--- config.mk ---
export PLATFORM = sky130hd
export DESIGN_NAME = rmf_ctrl
export DESIGN_NICKNAME = d
export VERILOG_FILES = /design/src/design/rmf_pkg.sv /design/src/design/rmf_ctrl.sv
export SDC_FILE = /design/constraint.sdc
export NUM_CORES = 1
export LEC_CHECK = 0
export BUFFER_PORTS_ARGS = -buffer_cell sky130_fd_sc_hd__buf_2
export CORE_MARGIN = 2
export CORE_UTILIZATION = 50
export CTS_BUF_LIST = sky130_fd_sc_hd__clkbuf_8
export DETAILED_ROUTE_END_ITERATION = 12
export PLACE_DENSITY = 0.67
export SLEW_MARGIN = 10
export SYNTH_ARGS = -nofsm -noshare
export SYNTH_HDL_FRONTEND = slang
export SYNTH_SLANG_ARGS = --single-unit
--- constraint.sdc ---
create_clock -name clk_i -period 3.39 [get_ports clk_i]
set_input_delay 0.8475 -clock clk_i [delete_from_list [all_inputs] [get_ports clk_i]]
set_output_delay 0.8475 -clock clk_i [all_outputs]
set_load 0.02 [all_outputs]
--- src/design/rmf_pkg.sv ---
/*
  Package for the regulator mode, fault and reset controller: modes,
  timing constants and the packed carriers of comparator inputs.
  Assumes a 100 MHz system clock.
*/
package rmf_pkg;
  localparam int unsigned CLK_HZ        = 100_000_000;
  localparam int unsigned TICK_US       = 1;
  localparam int unsigned TICK_CYC      = CLK_HZ / 1_000_000 * TICK_US;
  localparam int unsigned FAULT_MS      = 10;
  localparam int unsigned FAULT_TICKS   = FAULT_MS * 1000 / TICK_US;
  localparam int unsigned RETRY_MS      = 100;
  localparam int unsigned RETRY_TICKS   = RETRY_MS * 1000 / TICK_US;
  localparam int unsigned RST_FIX_MS    = 10;
  localparam int unsigned RST_FIX_TICKS = RST_FIX_MS * 1000 / TICK_US;
  localparam int unsigned FILT_US       = 20;
  localparam int unsigned FILT_TICKS    = FILT_US / TICK_US;
  localparam int unsigned OSC_HZ        = 300_000;
  localparam int unsigned OSC_HALF_CYC  = CLK_HZ / OSC_HZ / 2;
  localparam int unsigned CNT_W         = 18;
  localparam int unsigned OSC_W         = 9;

  typedef enum logic [1:0] {
    RMF_MODE_OFF = 2'b00,
    RMF_MODE_STD = 2'b01,
    RMF_MODE_INV = 2'b10,
    RMF_MODE_NOSEQ = 2'b11
  } rmf_mode_t;

  // Per-regulator fault state, one-hot
  typedef enum logic [3:0] {
    RMF_F_OFF   = 4'b0001,
    RMF_F_RUN   = 4'b0010,
    RMF_F_LIMIT = 4'b0100,
    RMF_F_RETRY = 4'b1000
  } rmf_fault_st_t;

  typedef struct packed {
    logic sw_i_peak;
    logic sw_i_valley;
    logic ldo_cs_trip;
    logic ldo_drv_sat;
    logic cs_tied_boost;
    logic sw_out_ok;
    logic ldo_out_ok;
  } rmf_sense_t;

  typedef struct packed {
    logic bst_i_upper;
    logic bst_i_valley;
    logic bst_above_6v;
    logic bst_at_limit;
  } rmf_boost_t;
endpackage : rmf_pkg

--- src/design/rmf_ctrl.sv ---
/*
  Regulator mode, fault and reset controller: mode decode, over-current
  timing with retry for switcher and linear regulator, reset supervisor,
  oscillator output or sync input, hysteretic boost switch control.
  Assumes comparator flags arrive asynchronously from analog blocks and
  that the reset pin has an external pull-up.
*/
// How it works
// - Enable pair decodes four operating modes
// - Floating enables read low, regulators disabled
// - Reset held 10ms plus programmed interval
// - Reset asserted when either output out of regulation
// - 20us filter qualifies out-of-regulation before reset
// - Reset held low until delay timer expires
// - Reset open-drain, pulls low only
// - Switcher peak limit, off until valley
// - Switcher overcurrent 10ms shuts off, starts retry
// - After 100ms retry, rerun and recheck 10ms
// - Current-limited switcher runs unsynchronised
// - Linear trip limits 10ms, then off, retry
// - Linear retry after 100ms, recheck 10ms
// - Tied sense pin uses driver saturation
// - Clock pin output when open, input grounded
// - Output clock 50% duty, inverted phase
// - Oscillator default 300kHz
// - Boost hysteretic 1.0A/600mA, scaled above 6V
// - Boost switch off while at regulation limit
// - Both regulators coordinated, never independent
`timescale 1ns/1ns
`default_nettype none
module rmf_ctrl
  import rmf_pkg::*;
#(
  parameter int unsigned FAULT_TICKS_P = rmf_pkg::FAULT_TICKS,
  parameter int unsigned RETRY_TICKS_P = rmf_pkg::RETRY_TICKS,
  parameter int unsigned RST_FIX_P     = rmf_pkg::RST_FIX_TICKS,
  parameter int unsigned FILT_TICKS_P  = rmf_pkg::FILT_TICKS
) (
  input  wire logic              clk_i,
  input  wire logic              rst_n_i,
  input  wire logic              enable_select_a_i,
  input  wire logic              enable_select_b_i,
  input  wire logic              clock_pin_config_i,
  input  wire logic              sync_clock_pin_i,
  input  wire logic              reset_delay_timer_pin_i,
  input  wire rmf_pkg::rmf_sense_t sense_i,
  input  wire rmf_pkg::rmf_boost_t boost_i,
  output logic [1:0]             mode_o,
  output logic                   sw_enable_o,
  output logic                   sw_high_side_o,
  output logic                   sw_sync_o,
  output logic                   ldo_enable_o,
  output logic                   ldo_limit_o,
  output logic                   boost_switch_o,
  output logic                   sync_clock_pin_o,
  output logic                   sync_clock_pin_oe_o,
  output logic                   reset_pin_o,
  output logic                   reset_pin_oe_o
);
  import rmf_pkg::*;

  // Two-flop synchronisers on every asynchronous input
  localparam int unsigned NS = 4 + 7 + 4;
  logic [NS-1:0] meta_q, sync_q;
  always_ff @(posedge clk_i or negedge rst_n_i) begin
    if (!rst_n_i) begin
      meta_q <= '0;
      sync_q <= '0;
    end else begin
      meta_q <= {enable_select_a_i, enable_select_b_i, clock_pin_config_i,
                 sync_clock_pin_i, sense_i, boost_i};
      sync_q <= meta_q;
    end
  end
  rmf_sense_t sn;
  rmf_boost_t bs;
  logic en_a, en_b, clk_sel_open, sync_in, rt_done;
  assign {en_a, en_b, clk_sel_open, sync_in, sn, bs} = sync_q;

  // Pins have pull-downs; undriven reads low so mode is off
  rmf_mode_t mode;
  assign mode = rmf_mode_t'({en_a, en_b});
  assign mode_o = mode;
  logic enabled;
  assign enabled = (mode != RMF_MODE_OFF);

  // Microsecond tick from the system clock
  logic [6:0] tdiv_q;
  logic       tick;
  assign tick = (tdiv_q == 7'(TICK_CYC - 1));
  always_ff @(posedge clk_i or negedge rst_n_i) begin
    if (!rst_n_i) tdiv_q <= '0;
    else if (tick) tdiv_q <= '0;
    else tdiv_q <= tdiv_q + 7'h01;
  end

  // Switcher and linear fault machines share one structure
  logic [1:0] oc;
  assign oc[0] = sn.sw_i_peak;
  assign oc[1] = sn.cs_tied_boost ? sn.ldo_drv_sat : sn.ldo_cs_trip;
  rmf_fault_st_t  st_q [2];
  logic [CNT_W-1:0] fcnt_q [2];
  for (genvar g = 0; g < 2; g++) begin : g_fault
    always_ff @(posedge clk_i or negedge rst_n_i) begin
      if (!rst_n_i) begin
        st_q[g]   <= RMF_F_OFF;
        fcnt_q[g] <= '0;
      end else if (!enabled) begin
        st_q[g]   <= RMF_F_OFF;
        fcnt_q[g] <= '0;
      end else begin
        case (st_q[g])
          RMF_F_OFF: st_q[g] <= RMF_F_RUN;
          RMF_F_RUN: begin
            fcnt_q[g] <= '0;
            if (oc[g]) st_q[g] <= RMF_F_LIMIT;
          end
          RMF_F_LIMIT: begin
            if (!oc[g]) begin
              st_q[g]   <= RMF_F_RUN;
              fcnt_q[g] <= '0;
            end else if (fcnt_q[g] == CNT_W'(FAULT_TICKS_P - 1) && tick) begin
              st_q[g]   <= RMF_F_RETRY;
              fcnt_q[g] <= '0;
            end else if (tick) fcnt_q[g] <= fcnt_q[g] + 1'b1;
          end
          RMF_F_RETRY: begin
            if (fcnt_q[g] == CNT_W'(RETRY_TICKS_P - 1) && tick) begin
              st_q[g]   <= RMF_F_RUN;
              fcnt_q[g] <= '0;
            end else if (tick) fcnt_q[g] <= fcnt_q[g] + 1'b1;
          end
          default: st_q[g] <= RMF_F_OFF;
        endcase
      end
    end
  end

  // A shut regulator forces the other off too, keeping rails in step
  logic any_retry;
  assign any_retry = (st_q[0] == RMF_F_RETRY) || (st_q[1] == RMF_F_RETRY);

  // Peak/valley hysteresis on the high-side switch
  logic hs_block_q;
  always_ff @(posedge clk_i or negedge rst_n_i) begin
    if (!rst_n_i) hs_block_q <= 1'b0;
    else if (sn.sw_i_peak) hs_block_q <= 1'b1;
    else if (sn.sw_i_valley) hs_block_q <= 1'b0;
  end

  always_ff @(posedge clk_i or negedge rst_n_i) begin
    if (!rst_n_i) begin
      sw_enable_o    <= 1'b0;
      ldo_enable_o   <= 1'b0;
      sw_high_side_o <= 1'b0;
      ldo_limit_o    <= 1'b0;
      sw_sync_o      <= 1'b0;
    end else begin
      sw_enable_o  <= enabled && !any_retry;
      ldo_enable_o <= enabled && !any_retry;
      sw_high_side_o <= enabled && !any_retry && !hs_block_q;
      ldo_limit_o  <= (st_q[1] == RMF_F_LIMIT);
      sw_sync_o    <= (st_q[0] != RMF_F_LIMIT);
    end
  end

  // Oscillator: 300kHz by division, the default without trim
  logic [OSC_W-1:0] odiv_q;
  logic             osc_q, out_clk_q;
  always_ff @(posedge clk_i or negedge rst_n_i) begin
    if (!rst_n_i) begin
      odiv_q <= '0;
      osc_q  <= 1'b0;
    end else if (odiv_q == OSC_W'(OSC_HALF_CYC - 1)) begin
      odiv_q <= '0;
      osc_q  <= ~osc_q;
    end else odiv_q <= odiv_q + 1'b1;
  end
  // External sync assumed 200-400kHz with pulses of 1us or more
  always_ff @(posedge clk_i or negedge rst_n_i) begin
    if (!rst_n_i) out_clk_q <= 1'b0;
    else out_clk_q <= ~osc_q;
  end
  assign sync_clock_pin_o    = out_clk_q;
  assign sync_clock_pin_oe_o = clk_sel_open;

  // Boost switch hysteresis; comparator thresholds scale above 6V
  logic bst_q;
  always_ff @(posedge clk_i or negedge rst_n_i) begin
    if (!rst_n_i) bst_q <= 1'b0;
    else if (bs.bst_at_limit) bst_q <= 1'b0;
    else if (bs.bst_i_upper) bst_q <= 1'b0;
    else if (bs.bst_i_valley) bst_q <= 1'b1;
  end
  assign boost_switch_o = bst_q;

  // Reset: filter, delay, open drain
  logic both_ok;
  assign both_ok = sn.sw_out_ok && sn.ldo_out_ok && enabled &&
                   (st_q[0] != RMF_F_RETRY) && (st_q[1] != RMF_F_RETRY);
  logic [5:0]       filt_q;
  logic             bad_q;
  always_ff @(posedge clk_i or negedge rst_n_i) begin
    if (!rst_n_i) begin
      filt_q <= '0;
      bad_q  <= 1'b1;
    end else if (!enabled) begin
      filt_q <= '0;
      bad_q  <= 1'b1;
    end else if (both_ok) begin
      filt_q <= '0;
      bad_q  <= 1'b0;
    end else if (filt_q == 6'(FILT_TICKS_P)) bad_q <= 1'b1;
    else if (tick) filt_q <= filt_q + 6'h01;
  end

  // Fixed part then the external RC phase, which ends on its pin
  logic [CNT_W-1:0] dly_q;
  logic             fix_done_q, rst_rel_q;
  logic             rt_m_q, rt_s_q;
  always_ff @(posedge clk_i or negedge rst_n_i) begin
    if (!rst_n_i) begin
      rt_m_q <= 1'b0;
      rt_s_q <= 1'b0;
    end else begin
      rt_m_q <= reset_delay_timer_pin_i;
      rt_s_q <= rt_m_q;
    end
  end
  assign rt_done = rt_s_q;
  always_ff @(posedge clk_i or negedge rst_n_i) begin
    if (!rst_n_i) begin
      dly_q      <= '0;
      fix_done_q <= 1'b0;
      rst_rel_q  <= 1'b0;
    end else if (bad_q) begin
      dly_q      <= '0;
      fix_done_q <= 1'b0;
      rst_rel_q  <= 1'b0;
    end else if (!fix_done_q) begin
      if (tick && dly_q == CNT_W'(RST_FIX_P - 1)) fix_done_q <= 1'b1;
      else if (tick) dly_q <= dly_q + 1'b1;
    end else if (rt_done) rst_rel_q <= 1'b1;
  end
  assign reset_pin_o    = 1'b0;
  assign reset_pin_oe_o = !rst_rel_q;

  a_fault_to_retry: assert property (@(posedge clk_i) disable iff (!rst_n_i)
    (st_q[0] == RMF_F_LIMIT && oc[0] && tick && enabled &&
     fcnt_q[0] == CNT_W'(FAULT_TICKS_P - 1)) |=> st_q[0] == RMF_F_RETRY)
    else $error("switcher fault did not shut off");
  a_retry_to_run: assert property (@(posedge clk_i) disable iff (!rst_n_i)
    (st_q[1] == RMF_F_RETRY && tick && enabled &&
     fcnt_q[1] == CNT_W'(RETRY_TICKS_P - 1)) |=> st_q[1] == RMF_F_RUN)
    else $error("linear retry did not restart");
  a_disable_clear: assert property (@(posedge clk_i) disable iff (!rst_n_i)
    !enabled |=> st_q[0] == RMF_F_OFF && st_q[1] == RMF_F_OFF && bad_q)
    else $error("disable did not clear state");
  a_rst_held_bad: assert property (@(posedge clk_i) disable iff (!rst_n_i)
    bad_q |=> reset_pin_oe_o)
    else $error("reset released while bad");
  a_rst_od_low: assert property (@(posedge clk_i) disable iff (!rst_n_i)
    reset_pin_o == 1'b0)
    else $error("reset driven high");
  a_rst_needs_fix: assert property (@(posedge clk_i) disable iff (!rst_n_i)
    $rose(rst_rel_q) |-> fix_done_q && $past(rt_done))
    else $error("reset released early");
  a_retry_both_off: assert property (@(posedge clk_i) disable iff (!rst_n_i)
    any_retry |=> !sw_enable_o && !ldo_enable_o)
    else $error("regulator on during retry");
  a_boost_limit: assert property (@(posedge clk_i) disable iff (!rst_n_i)
    bs.bst_at_limit |=> !boost_switch_o)
    else $error("boost on at limit");
  a_hs_peak_off: assert property (@(posedge clk_i) disable iff (!rst_n_i)
    sn.sw_i_peak |=> ##1 !sw_high_side_o)
    else $error("high side on after peak");
  a_clk_pin_dir: assert property (@(posedge clk_i) disable iff (!rst_n_i)
    sync_clock_pin_oe_o == clk_sel_open)
    else $error("clock pin direction wrong");
  a_clk_inverted: assert property (@(posedge clk_i) disable iff (!rst_n_i)
    $past(rst_n_i) |-> out_clk_q == !$past(osc_q))
    else $error("clock output not inverted");
endmodule : rmf_ctrl
`default_nettype wire

==> impl_metrics.ini <==
[run]
cap_violations = 0

[drt]
totalWireLength_mm = 11.3
drt-initial-drc-count = 215
firstDrtPassIters = 6
routed.top_layer = met4
vias = 4337
ant_nets = 0
wl_per_cell_um = 15.1
wl_met1_mm = 5.35
vias_per_cell = 5.77
dr_wl_met3_um = 659
drc_errors = 0
route.met2.wl_mm = 5.21

[final_layout]
fin_cells = 752
drive_gt1_share_pct = 14.6
area_growth_pct = 11.9
layout.nets = 622
n_antenna_cell = 0
stdcell_area_um2 = 6510
fillCellCount = 974

[clock_tree]
cts_setup_buffers = 0
worstSkewPairLatency_ns = 0.44
cts_buffer_depth = 2
path_clk_slew_ns = 0.08
cts_max_level = 4
cts_root_buffer = clkbuf_8
numCtsBuffers = 17
cts.sinks = 123
cts_tree = yes
cts_hold_buf = 0
post_cts_resize_count = 0

[synth]
postSynthCellCount = 563
synth_warnings = 0
postSynth.asyncResetShare_pct = 100
synth_edf_count = 0
synth_top_area_share_pct = 51.7
synth_area_um2 = 5810
ys_seq_area_share_pct = 53.0
synth.ff_latch_count = 123
synth_nets = 589
ys_types = 63
synth-main-ff-cell = dfrtp_1
yosys.area.top_type = dfrtp_1
avgSynthCellArea_um2 = 10.3
synthTopCellsByArea = dfrtp_1 52%, nor2_1 4.0%, xor2_1 3.8%, nand3_1 3.1%, nand2_1 2.9%

[placed_design]
dp.cells = 720
io_buffers = 26
hpwl_mm = 7.65
gp_congestion = 0.854
place_ws_ns = 0.797
post_dp_cell_area_um2 = 6090

[timing]
worst_slew_pin_slew_ns = 1.14
slew_viol_final = 0
finalSetupViolCount = 0
skew_ns = 0.00873
slew_headroom_pct = 23.1
finalCritPeriodShare_pct = 77.0
rsz0062_at_grt = no
holdWs_ns = 0.351
tns_ns = 0
min_period_ns = 2.61
fmax_mhz = 383
hold_viol_final = 0
worst_slack_ns = 0.781

[pwr]
power.density_nw_per_um2 = 500
leakage_uw = 0.00278
irDropWorstVdd_uv = 378

[floorplanning]
start_util_pct = 51.1
dieHeight_um = 112
core_area_um2 = 11400
die_area_um2 = 12500
die_w_um = 112
rows = 39
pin_count = 30

[global_routing]
overflow = 0
grt_pass1_wl_mm = 20.0
antenna_found_initial = 0
grt_pass1_vias = 4231
grt_max_degree = 54
grt_usage_pct = 19.9

[setup_path]
rrSetupSlack_ns = 0.78
crit_type = reg -> reg
endpoint_kind = register
start_kind = register
cp.arrival_ns = 2.95
worstPathRequired_ns = 3.73
critPathMaxFanout = 24

[min_path]
min_path_type = reg -> reg

[run_status]
outcome = finished clean
## sequential cells by signal, summed over array words and instances (netlist names), 6 cells and up
signal,count
meta_q,13
odiv_q,9
filt_q,6
sync_q,13
st_q,8
dly_q,18
fcnt_q,36
tdiv_q,7
## path summary, 6_finish.rpt
check                           startpoint         end  cells past startpoint
max in group asynchronous          rst_n_i   sync_q[3]                      3
worst min-delay path             meta_q[6]   sync_q[6]                      0
min in group asynchronous          rst_n_i  fcnt_q[13]                      1
worst min register to register   meta_q[6]   sync_q[6]                      0
worst max-delay path             tdiv_q[0]   fcnt_q[1]                      7
worst max register to register   tdiv_q[0]   fcnt_q[1]                      7
## cells by family after synthesis
| logic type | after synthesis | share of synthesized area, % |
|---|---|---|
| muxes | 2 | 0.344 |
| DFF | 123 | 53.0 |
| and+or+nand+nor | 242 | 22.6 |
| adders and majority gates | 8 | 1.72 |
| xor gates and xnor gates | 40 | 6.03 |
| other | 1 | 0.0645 |
| buffers and inverters | 34 | 2.71 |
| AOI/OAI and AO/OA | 113 | 13.5 |
## cells in the final DEF, fill, tap and decap left out, types with 8 or more instances in the layout
master / Yosys / routed
ha_1: 8 / 8
xnor2_1: 15 / 15
a21oi_1: 24 / 24
nand3_1: 36 / 36
clkbuf_8: 0 / 19
nand4_1: 18 / 18
inv_1: 12 / 12
buf_4: 6 / 8
xor2_1: 25 / 25
and3_1: 16 / 16
a31oi_1: 22 / 22
o21ai_1: 16 / 16
o21ai_0: 9 / 9
buf_2: 6 / 25
nor3_1: 15 / 15
nand2_1: 45 / 45
nor2_1: 62 / 62
a21o_1: 10 / 10
dfrtp_1: 120 / 120
## report_power, final
group	leakage, uW	switching, uW	internal [uW]
Clock	0.000205	646	709
Sequential	0.00159	76.6	1530
Combinational	0.000986	183	113
Total	0.00278	905	2350
## Yosys cell counts, types with 12 or more instances
master and n:
xor2_1 25, dfrtp_1 120, o21ai_1 16, a21oi_1 24, and3_1 16, nor2_1 62
nand3_1 36, inv_1 12, a31oi_1 22, xnor2_1 15, nor3_1 15, nand2_1 45
nand4_1 18
## area by class of cell
| class | instances | area (um^2) | area share (%) |
|---|---|---|---|
| timing repair buffer | 34 | 205 | 3.15 |
| multi-input combinational | 406 | 2570 | 39.5 |
| inverter | 14 | 52.6 | 0.808 |
| sequential | 123 | 3080 | 47.4 |
| clock inverter | 13 | 154 | 2.37 |
| tap | 143 | 179 | 2.75 |
| clock buffer | 19 | 262 | 4.02 |
## critical path, stage by stage (launching register included)
cell	delay, ns
dfrtp_1	0.37
ha_1	0.25
and4bb_1	0.61
nand3_4	0.20
o31ai_4	0.39
a21oi_4	0.23
a21o_1	0.25
a32o_1	0.20
## through the flow
stage,util [%],total power (uW)
final,57.2,3250
after global routing,57.2,3390
after CTS,57.2,3290
after detailed placement,53.6,1930
after global placement,53.6,1910
after floorplan,-,1810
## routing by layer
| metal | track usage [%] | vias to the layer above |
|---|---|---|
| met5 | 0 | - |
| met4 | 7.74 | 0 |
| met3 | 6.42 | 14 |
| met2 | 30.7 | 116 |
| met1 | 26.3 | 2110 |
| li1 | - | 2097 |
Power figures use the tool's default switching activity.
